`src/inc/sec_pkg.sv`:
```
// Purpose: Shared constants and types for the serial EEPROM command port
// Assumes: 25 MHz reference clock, 8-bit byte-wide EEPROM locations
// Notes:   Serial frame is start bit, 2-bit opcode, 8-bit address, 8 data bits
`default_nettype none
package sec_pkg;
	// ****************************************
	// Register map and field layout
	// ****************************************
	localparam logic [7:0] CMD_OFS    = 8'hB0;
	localparam logic [7:0] DATA_OFS   = 8'hB4;
	localparam int         ADDR_LSB   = 0;
	localparam int         LOADED_BIT = 8;
	localparam int         TOUT_BIT   = 9;
	localparam int         OP_LSB     = 28;
	localparam int         BUSY_BIT   = 31;
	localparam logic [7:0] ADDR_RST   = 8'h00;
	localparam logic [7:0] DATA_RST   = 8'h00;

	// ****************************************
	// Timing
	// ****************************************
	localparam int CLK_HZ   = 25_000_000;
	localparam int TOUT_MS  = 30;
	localparam int TOUT_CYC = TOUT_MS * (CLK_HZ / 1000);
	localparam int HALF_CYC = 2;
	localparam int HDR_BITS = 11;
	localparam int FRM_BITS = 19;

	// ****************************************
	// Commands and states
	// ****************************************
	typedef enum logic [2:0] {
		OP_READ   = 3'h0,
		OP_EWDS   = 3'h1,
		OP_WREN   = 3'h2,
		OP_WRITE  = 3'h3,
		OP_WRFILL = 3'h4,
		OP_ERASE  = 3'h5,
		OP_ERFILL = 3'h6,
		OP_RELOAD = 3'h7
	} sec_op_t;

	typedef enum logic [1:0] {
		ST_IDLE  = 2'h0,
		ST_SHIFT = 2'h1,
		ST_GAP   = 2'h3,
		ST_WAIT  = 2'h2
	} sec_state_t;

	// Commands that program the array and must poll for ready
	function automatic logic is_prog(input sec_op_t op);
		return op == OP_WRITE || op == OP_WRFILL || op == OP_ERASE || op == OP_ERFILL;
	endfunction

	// Commands that clock a byte back from the EEPROM
	function automatic logic is_rd(input sec_op_t op);
		return op == OP_READ || op == OP_RELOAD;
	endfunction
endpackage
`default_nettype wire

```
`src/hw/sec_ctrl.sv`:
```
// Purpose: Command port that runs host commands against a serial EEPROM
// Assumes: Inputs synchronous to i_ref_clk, EEPROM data line shared in/out
// Notes:   Ready polling on the data line follows each programming command
`default_nettype none
`timescale 1ns/1ps
module sec_ctrl #(
	parameter int         TOUT_CYC = sec_pkg::TOUT_CYC,
	parameter int         TW       = 20,
	parameter logic [7:0] SIG      = 8'hA5 // Arbitrary reload signature
) (
	input  wire logic        i_ref_clk,
	input  wire logic        i_rst_n,
	input  wire logic [7:0]  i_addr,
	input  wire logic [31:0] i_wdata,
	input  wire logic        i_wr,
	input  wire logic        i_rd,
	output logic      [31:0] o_rdata,
	output logic             o_rom_cs,
	output logic             o_rom_sclk,
	input  wire logic        i_rom_sdl,
	output logic             o_rom_sdl,
	output logic             o_rom_sdl_oe
);
	// ****************************************
	// State
	// ****************************************
	sec_pkg::sec_state_t state_q, state_d;
	sec_pkg::sec_op_t    op_q;
	logic [7:0]          addr_q;
	logic [7:0]          data_q;
	logic [7:0]          rd_q;
	logic [18:0]         sh_q;
	logic [4:0]          bit_q;
	logic [2:0]          ph_q;
	logic [TW-1:0]       tcnt_q;
	logic                tout_q;
	logic                loaded_q;
	logic                boot_q;
	logic [31:0]         rdata_q;

	// ****************************************
	// Decode
	// ****************************************
	// Host strobes and command start
	wire idle     = state_q == sec_pkg::ST_IDLE;
	wire busy     = !idle;
	wire cmd_wr   = i_wr && i_addr == sec_pkg::CMD_OFS;
	wire data_wr  = i_wr && i_addr == sec_pkg::DATA_OFS && idle;
	wire boot_go  = boot_q && idle;
	wire cmd_go   = cmd_wr && i_wdata[sec_pkg::BUSY_BIT] && idle && !boot_q;
	wire go       = boot_go || cmd_go;
	wire sec_pkg::sec_op_t go_op = boot_go ? sec_pkg::OP_RELOAD :
		sec_pkg::sec_op_t'(i_wdata[sec_pkg::OP_LSB +: 3]);
	wire [7:0] go_addr = boot_go ? 8'h00 : i_wdata[7:0];

	// Bit timing: one bit is two half periods of the serial clock
	wire ph_end   = ph_q == 3'(2 * sec_pkg::HALF_CYC - 1);
	wire ph_smp   = ph_q == 3'(sec_pkg::HALF_CYC);
	wire [4:0] n_bits = (op_q == sec_pkg::OP_WREN || op_q == sec_pkg::OP_EWDS ||
		op_q == sec_pkg::OP_ERASE || op_q == sec_pkg::OP_ERFILL) ?
		5'(sec_pkg::HDR_BITS) : 5'(sec_pkg::FRM_BITS);
	wire last_bit = bit_q == n_bits - 5'h01;
	wire in_data  = bit_q >= 5'(sec_pkg::HDR_BITS);
	wire frm_end  = state_q == sec_pkg::ST_SHIFT && ph_end && last_bit;
	wire rd_done  = frm_end && sec_pkg::is_rd(op_q);
	wire load_ok  = rd_done && op_q == sec_pkg::OP_RELOAD && rd_q == SIG;

	// Ready polling; line high means ready, also with no EEPROM fitted
	wire in_wait  = state_q == sec_pkg::ST_WAIT;
	wire rdy      = in_wait && i_rom_sdl;
	wire tout_hit = in_wait && !i_rom_sdl && tcnt_q == TW'(TOUT_CYC - 1);

	// Software write-one-to-clear of the sticky flags
	wire clr_tout = cmd_wr && i_wdata[sec_pkg::TOUT_BIT];
	wire clr_load = cmd_wr && i_wdata[sec_pkg::LOADED_BIT];

	// ****************************************
	// Frame builder
	// ****************************************
	// Opcode and address bits per command; opcode-00 commands use address bits as
	// sub-opcode. Enable must precede programming or the EEPROM refuses it.
	function automatic logic [18:0] frame(input sec_pkg::sec_op_t op,
		input logic [7:0] a, input logic [7:0] d);
		logic [1:0] oc;
		logic [7:0] fa;
		oc = 2'h0;
		fa = a;
		case (op)
			sec_pkg::OP_READ:   oc = 2'h2;
			sec_pkg::OP_RELOAD: begin
				oc = 2'h2;
				fa = 8'h00;
			end
			sec_pkg::OP_WRITE:  oc = 2'h1;
			sec_pkg::OP_ERASE:  oc = 2'h3;
			sec_pkg::OP_WREN:   fa = 8'hC0;
			sec_pkg::OP_EWDS:   fa = 8'h00;
			sec_pkg::OP_WRFILL: fa = 8'h40;
			sec_pkg::OP_ERFILL: fa = 8'h80;
			default:            oc = 2'h0;
		endcase
		return {1'b1, oc, fa, d};
	endfunction

	// ****************************************
	// Sequencer
	// ****************************************
	// Next state; only programming commands reach the polling states
	always_comb begin
		state_d = state_q;
		case (state_q)
			sec_pkg::ST_IDLE:  if (go) state_d = sec_pkg::ST_SHIFT;
			sec_pkg::ST_SHIFT: begin
				if (frm_end) state_d = sec_pkg::is_prog(op_q) ? sec_pkg::ST_GAP :
					sec_pkg::ST_IDLE;
			end
			sec_pkg::ST_GAP:   if (ph_end) state_d = sec_pkg::ST_WAIT;
			sec_pkg::ST_WAIT:  if (rdy || tout_hit) state_d = sec_pkg::ST_IDLE;
			default:           state_d = sec_pkg::ST_IDLE;
		endcase
	end

	// State, phase and bit counters
	always_ff @(posedge i_ref_clk) begin
		if (!i_rst_n) begin
			state_q <= sec_pkg::ST_IDLE;
			ph_q    <= 3'h0;
			bit_q   <= 5'h00;
		end else begin
			state_q <= state_d;
			ph_q    <= (idle || in_wait || ph_end) ? 3'h0 : ph_q + 3'h1;
			bit_q   <= go ? 5'h00 : (state_q == sec_pkg::ST_SHIFT && ph_end) ?
				bit_q + 5'h01 : bit_q;
		end
	end

	// Shift register out and read byte in
	always_ff @(posedge i_ref_clk) begin
		if (!i_rst_n) begin
			sh_q <= 19'h00000;
			rd_q <= 8'h00;
		end else begin
			if (go) sh_q <= frame(go_op, go_addr, data_q);
			else if (state_q == sec_pkg::ST_SHIFT && ph_end) sh_q <= {sh_q[17:0], 1'b0};
			if (state_q == sec_pkg::ST_SHIFT && ph_smp && in_data)
				rd_q <= {rd_q[6:0], i_rom_sdl};
		end
	end

	// Time-out counter; counts only while polling for ready
	always_ff @(posedge i_ref_clk) begin
		if (!i_rst_n) tcnt_q <= '0;
		else tcnt_q <= in_wait ? tcnt_q + TW'(1) : '0;
	end

	// ****************************************
	// Registers
	// ****************************************
	// Command fields latched only when idle, so a running command is never disturbed
	always_ff @(posedge i_ref_clk) begin
		if (!i_rst_n) begin
			op_q   <= sec_pkg::OP_READ;
			addr_q <= sec_pkg::ADDR_RST;
			boot_q <= 1'b1;
		end else begin
			if (go) op_q <= go_op;
			if (cmd_wr && idle) addr_q <= i_wdata[7:0];
			if (boot_go) boot_q <= 1'b0;
		end
	end

	// Data byte from host or from a finished READ; a RELOAD leaves it unchanged
	always_ff @(posedge i_ref_clk) begin
		if (!i_rst_n) data_q <= sec_pkg::DATA_RST;
		else if (rd_done && op_q == sec_pkg::OP_READ) data_q <= rd_q;
		else if (data_wr) data_q <= i_wdata[7:0];
	end

	// Sticky flags; a set in the clearing cycle wins
	always_ff @(posedge i_ref_clk) begin
		if (!i_rst_n) begin
			tout_q   <= 1'b0;
			loaded_q <= 1'b0;
		end else begin
			tout_q   <= tout_hit || (tout_q && !clr_tout && !cmd_go);
			loaded_q <= load_ok || (loaded_q && !clr_load);
		end
	end

	// Read data stands only in the cycle after the strobe
	wire [31:0] cmd_view = {busy, op_q, 18'h00000, tout_q, loaded_q, addr_q};
	wire [31:0] rd_mux = (i_addr == sec_pkg::CMD_OFS) ? cmd_view :
		(i_addr == sec_pkg::DATA_OFS) ? {24'h000000, data_q} : 32'h00000000;
	always_ff @(posedge i_ref_clk) begin
		if (!i_rst_n) rdata_q <= 32'h00000000;
		else rdata_q <= i_rd ? rd_mux : 32'h00000000;
	end

	// ****************************************
	// Outputs
	// ****************************************
	// Select drops for one bit time between frame and ready polling
	assign o_rdata      = rdata_q;
	assign o_rom_cs     = state_q == sec_pkg::ST_SHIFT || in_wait;
	assign o_rom_sclk   = state_q == sec_pkg::ST_SHIFT && ph_q >= 3'(sec_pkg::HALF_CYC);
	assign o_rom_sdl    = sh_q[18];
	assign o_rom_sdl_oe = state_q == sec_pkg::ST_SHIFT && !(sec_pkg::is_rd(op_q) && in_data);
endmodule // sec_ctrl
`default_nettype wire

```
`config.mk`:
```
export PLATFORM = sky130hd
export DESIGN_NAME = sec_ctrl
export DESIGN_NICKNAME = d
export VERILOG_FILES = /design/src/inc/sec_pkg.sv /design/src/hw/sec_ctrl.sv
export SDC_FILE = /design/constraint.sdc
export NUM_CORES = 1
export LEC_CHECK = 0
export BUFFER_PORTS_ARGS = -buffer_cell sky130_fd_sc_hd__buf_2
export CAP_MARGIN = 20
export CORE_ASPECT_RATIO = 1.75
export CORE_UTILIZATION = 44
export DETAILED_ROUTE_END_ITERATION = 16
export PLACE_DENSITY = 0.66
export SYNTH_ARGS = -nofsm -noshare
export SYNTH_HDL_FRONTEND = slang
export SYNTH_SLANG_ARGS = --single-unit
```
`constraint.sdc`:
```
create_clock -name i_ref_clk -period 2 [get_ports i_ref_clk]
set_input_delay 0.3 -clock i_ref_clk [delete_from_list [all_inputs] [get_ports i_ref_clk]]
set_output_delay 0.3 -clock i_ref_clk [all_outputs]
set_load 0.005 [all_outputs]
```
# Yosys cells after proc, flatten, opt, wreduce, memory -nomap -nowiden

Index checks and enable logic that the tools add are counted.

Register bits after elaboration: 111
Latch bits: 0
Memory bits (writable): 0
Memory bits (read-only): 0
Output and inout port bits: 36
Word-level logic and storage cells: 128
Memories kept: 0

$add $sub $neg: 4
Multiply operators: 0
Div/mod/pow operators: 0
Magnitude comparators: 2
Eq/ne operators: 28
Shifts and indexed selects: 0
Mux-type cells: 17
Bitwise logic cells: 2
Reductions and logical operators: 61

Operators with widths:

| kind                                                              | number |
|---|---|
| two-way mux 19 bit                                                | 2 |
| two-way mux 32 bit                                                | 1 |
| two-way mux 8 bit                                                 | 4 |
| case mux 8 bit (4 select lines)                                   | 1 |
| logical AND 1 bit                                                 | 27 |
| equality test 3 bit, second input constant                        | 8 |
| equality test 8 bit, second input constant                        | 3 |
| adder 20 x 1 -> 20 bit, second input constant                     | 1 |
| equality test 20 bit, second input constant                       | 1 |
| equality test 3 x 2 -> 1 bit, second input constant               | 6 |
| logical OR 1 bit                                                  | 14 |
| two-way mux 2 bit                                                 | 5 |
| case mux 2 bit (4 select lines)                                   | 1 |
| OR reduction 2 bit                                                | 4 |
| logical NOT 1 bit                                                 | 7 |
| equality test 3 x 1 -> 1 bit, second input constant               | 2 |
| logical NOT 3 bit                                                 | 2 |
| case mux 2 bit (3 select lines)                                   | 1 |
| adder 5 x 1 -> 5 bit, second input constant                       | 1 |
| equality test 5 bit                                               | 1 |
| greater-or-equal comparator 5 x 4 -> 1 bit, second input constant | 1 |
| two-way mux 5 bit                                                 | 1 |
| subtractor 5 x 1 -> 5 bit, second input constant                  | 1 |
| equality test 2 bit, second input constant                        | 2 |
| other kinds (12)                                                  | 17 |

# Longest topological paths before layout

Gate-level depths: netlist (run 1).

Word-level depth: 12
Gate-level depth with buffers: 9

# Least setup slack after synthesis (run 1)

No wires, ideal clock.

Path kind: register -> register
Start point: reg ph_q[0]
End point: reg data_q[6]
Arrival: 1.623 ns
Setup slack: 0.291 ns
Stages on the path, launching flop included: 9
Path buffers: 2
Cells stage by stage: dfxtp_1 -> ha_1 -> ha_1 -> and2_1 -> buf_2 -> nand4_1 -> buf_2 -> nor2_1 -> a211oi_1

Word-level cells in the longest chain between the ends: 6
Elaborated cells between the ends (all ways): 7
Those cells by class: 1 x eq/ne; 1 x mux; 5 x reduce/logical

RTL lines:

| item                                                           | RTL line        | RTL |
|---|---|---|
| from (decl)                                                    | sec_ctrl.sv:34  | `logic [2:0] ph_q;` |
| from (signal assigned)                                         | sec_ctrl.sv:131 | `ph_q <= (idle \|\| in_wait \|\| ph_end) ? 3'h0 : ph_q + 3'h1;` |
| equality test 3 x 2 -> 1 bit (*)                               | sec_ctrl.sv:57  | `wire ph_end = ph_q == 3'(2 * sec_pkg::HALF_CYC - 1);` |
| logical AND 1 bit (*) (2 in a row)                             | sec_ctrl.sv:64  | `wire frm_end = state_q == sec_pkg::ST_SHIFT && ph_end && last_bit;` |
| logical AND 1 bit (*)                                          | sec_ctrl.sv:65  | `wire rd_done = frm_end && sec_pkg::is_rd(op_q);` |
| logical AND 1 bit (*)                                          | sec_ctrl.sv:175 | `else if (rd_done && op_q == sec_pkg::OP_READ) data_q <= rd_q;` |
| two-way mux 8 bit / nonzero test 2 bit (equally long branches) | --              |  |
| to (signal assigned)                                           | sec_ctrl.sv:174 | `if (!i_rst_n) data_q <= sec_pkg::DATA_RST;` |
| to (signal assigned)                                           | sec_ctrl.sv:175 |  |
| to (signal assigned)                                           | sec_ctrl.sv:176 | `else if (data_wr) data_q <= i_wdata[7:0];` |
| to (decl)                                                      | sec_ctrl.sv:30  | `logic [7:0] data_q;` |

Every way passes the cells marked *; elsewhere a longest branch is shown, timed or not.
A chain may end at the register's enable or synchronous reset.

# Worst setup path after layout (run 1)

Start point: reg bit_q[0]
End point: out o_rom_sdl_oe

Word-level cells in the longest chain between the ends: 4

RTL lines:

| item                                       | RTL line        | RTL |
|---|---|---|
| from (decl)                                | sec_ctrl.sv:33  | `logic [4:0] bit_q;` |
| from (signal assigned)                     | sec_ctrl.sv:132 | `bit_q <= go ? 5'h00 : (state_q == sec_pkg::ST_SHIFT && ph_end) ?` |
| greater-or-equal comparator 5 x 4 -> 1 bit | sec_ctrl.sv:63  | `wire in_data = bit_q >= 5'(sec_pkg::HDR_BITS);` |
| logical AND 1 bit                          | sec_ctrl.sv:207 | `assign o_rom_sdl_oe = state_q == sec_pkg::ST_SHIFT && !(sec_pkg::is_rd(op_q) && in_data);` |
| logical NOT 1 bit                          | sec_ctrl.sv:207 |  |
| logical AND 1 bit                          | sec_ctrl.sv:207 |  |
| to (decl)                                  | sec_ctrl.sv:22  | `output logic o_rom_sdl_oe` |

No other way between the ends.

==> results_dict.tcl, run 1 <==
set metrics [dict create \
    critPathBufInv 1 \
    ant_nets 0 \
    dr.pass1.iters 4 \
    port_buffers 44 \
    io_pins 81 \
    num_vias 3580 \
    ir_drop_mv 0.5541 \
    cts_made_buffers 9 \
    ys_warn_count 0 \
    synthesis.area_um2 4344 \
    synth.avg_cell_area_um2 8.848 \
    layout_commonest_cell "dfxtp_1" \
    syn_inst 491 \
    post_dp_cell_area_um2 4661 \
    clkTransAtPathRegs_ps 60 \
    hpwl_mm 7.612 \
    cts_tree "built" \
    synth-seq-area-share_pct 42.86 \
    cp-start-kind "flip-flop" \
    viasPerCell 5.367 \
    place_congestion 0.8151 \
    fin_skew_ps 10.97 \
    wl_per_cell_um 15.54 \
    wl_met3_um 426 \
    finalNetCount 600 \
    layout.cells.non_filler 667 \
    area_delta_synth_final_pct 15.78 \
    setup_tns_ps 0 \
    grt_use_total_pct 20.59 \
    cts_hold_buffers 0 \
    post-route-util_pct 52.80 \
    initial_core_util_pct 45.60 \
    finalSetupViolCount 0 \
    hold_viol 0 \
    leakage_nw 2.063 \
    clock-sinks 93 \
    grt_start_max_net_pins 45 \
    drc 0 \
    max_freq_mhz 520.9 \
    coreArea_um2 9527 \
    antenna_found_initial 0 \
    path_cells "ha_2 -> a211o_1 -> a21oi_2 -> o21a_1 -> buf_2" \
    slew_headroom_pct 58.65 \
    die_x_um 77.11 \
    finalCritPeriodShare_pct 95.98 \
    final_cell_mix "dfxtp_1 (93), nand2_1 (74), nor2_1 (55), buf_2 (44), a21oi_1 (23)" \
    cts-htree-levels 3 \
    cts-root-buf "clkbuf_16" \
    die_h_um 133.4 \
    fin_crit_ps 1920 \
    grt_pass1_wl_mm 16.37 \
    dieArea_um2 10290 \
    worst_slack_ps 80.42 \
    min_path_type "primary input to flip-flop" \
    first_iter_violations 165 \
    fin_area_um2 5030 \
    synth_edf_count 0 \
    dr.max_layer_used "met4" \
    worstMarginPinSlew_ps 618.8 \
    worst_path_max_delay_cell "dfxtp_1" \
    rsz0062_at_grt "no" \
    crit_type "flip-flop to output port" \
    max_stage_delay_ps 360 \
    grt_pass1_vias 3516 \
    dp_slack_ps 92.97 \
    async_reset_ff_share_pct 0 \
    power_density_nw_per_um2 948.2 \
    n_fill_cell 912 \
    rows 47 \
    antenna_cells 0 \
    max_cap_viol_count 0 \
    worstPathMaxFanout 5 \
    routed_wl_mm 10.37 \
    synth-main-ff-cell "dfxtp_1" \
    met2_length_mm 5.612 \
    status "complete, no violations" \
    ys_types 56 \
    slew_violations 0 \
    overflow 0 \
    clockBufferDepth 2 \
    required_ps 1700 \
    insertion_delay_ps 350 \
    cp-end-kind "output port" \
    ys_ff_latch 93 \
    wl_met1_mm 3.639 \
    crit_arrival_ps 1620 \
    drive_gt1_share_pct 17.43 \
    post-place-cells 649 \
    path_delay_family "compound AO/OA/AOI/OAI gates" \
]
==> per-stage QoR <==
step	total power, W	hold slack [ps]
final	0.004769	221.9
after global routing	0.004966	233.9
after CTS	0.004770	205.6
after detailed placement	0.002819	448.2
after global placement	0.002790	432.3
after floorplan	0.002580	417.3
==> layout make-up <==
type | count | area [um2] | share of cell area (%)
sequential | 93 | 1862 | 37.02
timing repair buffer | 61 | 347.8 | 6.915
tap | 122 | 152.6 | 3.035
multi-input combinational | 363 | 2276 | 45.25
clock buffer | 9 | 225.2 | 4.478
inverter | 12 | 45.04 | 0.8955
clock inverter | 7 | 121.4 | 2.413
==> kinds of logic after synthesis <==
group           synth area share [%]
simple gates                   23.39
mux                            4.637
other cells                  0.08632
fa+ha+maj                      4.320
buf+inv                        6.567
compound gates                 13.71
flops                          42.86
xor+xnor                       4.435
==> per-layer routing <==
metal	vias up	GRT usage [%]
li1	1768	-
met1	1684	18.83
met2	90	38.99
met3	38	4.452
met4	0	14.99
met5	-	0
==> registers in the layout (all words and copies together), names as in the netlist, 3 cells and up <==
signal   flops
op_q         3
tcnt_q      20
ph_q         3
data_q       8
addr_q       8
bit_q        5
rd_q         8
sh_q        19
o_rdata     14
==> final timing paths <==
check | start | endpoint | slack [ps] | cells after the start
setup / recovery | bit_q[0]$_SDFFE_PP0P_ | o_rom_sdl_oe | 80 | 5
hold reg to reg | ph_q[0]$_SDFF_PP0_ | ph_q[0]$_SDFF_PP0_ | 450 | 1
hold / removal | i_wdata[5] | sh_q[13]$_SDFFE_PN0P_ | 220 | 3
setup reg to reg | tcnt_q[0]$_SDFF_PN0_ | tcnt_q[14]$_SDFF_PN0_ | 160 | 6
==> worst min-delay path: cells and delay by family <==
family	cells	cell delay, ps
simple gates	1	50
compound gates	1	50
buf+inv	1	120
==> Yosys cell counts, types with 8 or more instances <==
cell	count	share of area (%)
dfxtp_1	93	43
nand2_1	74	6.4
nor2_1	55	4.8
a21oi_1	24	2.8
mux2i_1	19	4.4
buf_4	18	3.1
and3_1	17	2.4
xor2_1	16	3.2
ha_1	15	4.3
clkbuf_1	13	1.1
nand3_1	13	1.5
a211oi_1	11	1.9
inv_1	11	0.95
buf_2	9	1.0
nand4_1	9	1.3
a22o_1	8	1.6
a311oi_1	8	1.6
==> power by group <==
group,total [W],internal (W),switching [W],leakage (nW)
Combinational,0.000766,0.000303,0.000463,1.15
Clock,0.00196,0.00123,0.000731,0.164
Sequential,0.00204,0.00196,0.0000868,0.753
==> what timing repair did <==
action,in CTS,in global routing
pin swaps,1,0
buffers inserted,1,0
endpoints found under the hold margin,0,0
endpoints found under the setup margin,1,2
cloned,0,1
resized for setup,1,1
Power figures use the tool's default switching activity.
==> run 2, diff against run 1 <==
GPL_TIMING_DRIVEN = 0   (was default)
==> results_dict.tcl, run 2 (synthesis gave the netlist of run 1 again) <==
set metrics [dict create \
    largest-register "tcnt_q" \
    cts-root-buf "clkbuf_16" \
    path_delay_family "compound AO/OA/AOI/OAI gates" \
    antenna_found_initial 0 \
    dr.pass1.iters 5 \
    max_cap_viol_count 0 \
    grt_use_total_pct 21.98 \
    hold_viol 0 \
    required_ps 1700 \
    finalNetCount 621 \
    ant_nets 0 \
    cts-htree-levels 3 \
    initial_core_util_pct 45.60 \
    layout_commonest_cell "dfxtp_1" \
    drive_gt1_share_pct 19.79 \
    crit_arrival_ps 1620 \
    coreArea_um2 9527 \
    slew_headroom_pct 53.57 \
    hp-start "i_wdata[8]" \
    worst_path_max_delay_cell "dfxtp_4" \
    power_density_nw_per_um2 858.4 \
    n_fill_cell 917 \
    slew_violations 0 \
    cp-end-kind "output port" \
    die_h_um 133.4 \
    rows 47 \
    num_vias 3692 \
    largest_reg_flops 20 \
    path_cells "ha_2 -> a211o_1 -> a21oi_2 -> o21a_1 -> buf_2" \
    critical_path.startpoint "bit_q[0]$_SDFFE_PP0P_" \
    ir_drop_mv 0.4669 \
    io_pins 81 \
    hpwl_mm 8.337 \
    p_total_w 0.004374 \
    cp-start-kind "flip-flop" \
    cts_made_buffers 9 \
    routed_wl_mm 10.77 \
    cts_tree "built" \
    rsz0062_at_grt "no" \
    max_freq_mhz 520.9 \
    worstPathMaxFanout 5 \
    fin_skew_ps 6.318 \
    overflow 0 \
    clkTransAtPathRegs_ps 60 \
    place_congestion 0.8803 \
    finalSetupViolCount 0 \
    final_cell_mix "dfxtp_1 (89), nand2_1 (73), nor2_1 (55), buf_2 (50), a21oi_1 (23)" \
    max_stage_delay_ps 360 \
    grt_pass1_wl_mm 17.44 \
    crit_type "flip-flop to output port" \
    area_delta_synth_final_pct 17.31 \
    wl_per_cell_um 15.65 \
    fin_crit_ps 1920 \
    antenna_cells 0 \
    critPathBufInv 1 \
    insertion_delay_ps 340 \
    leakage_nw 2.117 \
    dieArea_um2 10290 \
    die_x_um 77.11 \
    drc 0 \
    status "complete, no violations" \
    worstMarginPinSlew_ps 696.4 \
    finalCritPeriodShare_pct 95.99 \
    min_path_type "primary input to flip-flop" \
    dp_slack_ps -66.19 \
    port_buffers 41 \
    grt_start_max_net_pins 15 \
    post-route-util_pct 53.49 \
    grt_pass1_vias 3703 \
    viasPerCell 5.366 \
    clockBufferDepth 2 \
    first_iter_violations 194 \
    worst_slack_ps 80.17 \
    rr_startpoint "tcnt_q[0]$_SDFF_PN0_" \
    clock-sinks 93 \
]
## run 2: metal layers
metal	track usage, %	routed length [um]	up-vias	part of all wire, %
li1	-	-	1820	-
met1	20.60	3825	1765	36
met2	40.92	5928	75	55
met3	4.932	358	32	3.3
met4	16.04	653	0	6.1
met5	0	0	-	0
## run 2: per-stage QoR
stage / std cells / area, um2 / hold slack [ps] / setup TNS, ps
after floorplan: 508 / 4408 / 417.3 / 0
after global placement: 671 / 4766 / 433.0 / -7.394
after detailed placement: 671 / 4766 / 447.2 / -252.6
after CTS: 688 / 5060 / 223.3 / 0
after global routing: 688 / 5096 / 242.0 / 0
final: 688 / 5096 / 233.4 / 0
## run 2: power breakdown
group	switching [W]	internal [W]	total (W)
Clock	0.000696	0.000904	0.00160
Sequential	0.0000892	0.00196	0.00205
Combinational	0.000429	0.000297	0.000726
Total	0.00121	0.00316	0.00437
## run 2: tightest hold or removal path, cell delays in order
cell     delay (ps)
buf_2            80
nand2_1          40
nand2_1          50
a21oi_1          50
## run 2: cell type report
class / count / area (um2) / share of cell area (%)
Tap cell: 122 / 152.6 / 2.995
Clock buffer: 12 / 256.5 / 5.033
Clock inverter: 4 / 22.52 / 0.4419
Multi-Input combinational cell: 362 / 2293 / 45.00
Buffer: 41 / 244.0 / 4.788
Timing Repair Buffer: 42 / 212.7 / 4.174
Sequential cell: 93 / 1869 / 36.68
Inverter: 12 / 45.04 / 0.8839
## run 2: what timing repair did
action | 4_1_cts | 5_1_grt
pin swaps | 3 | 3
gates resized for setup | 4 | 12
endpoints found under the setup margin | 12 | 24
hold endpoints to repair | 0 | 0
hold buffers | 0 | 0
setup buffers | 1 | 0
## run 2: final timing paths
check	end	slack [ps]	cells after the start
worst max-delay path	o_rom_sdl_oe	80	5
worst min-delay path	loaded_q$_SDFF_PN0_	230	4
worst max register to register	tcnt_q[18]$_SDFF_PN0_	160	6
worst min register to register	ph_q[0]$_SDFF_PP0_	450	1
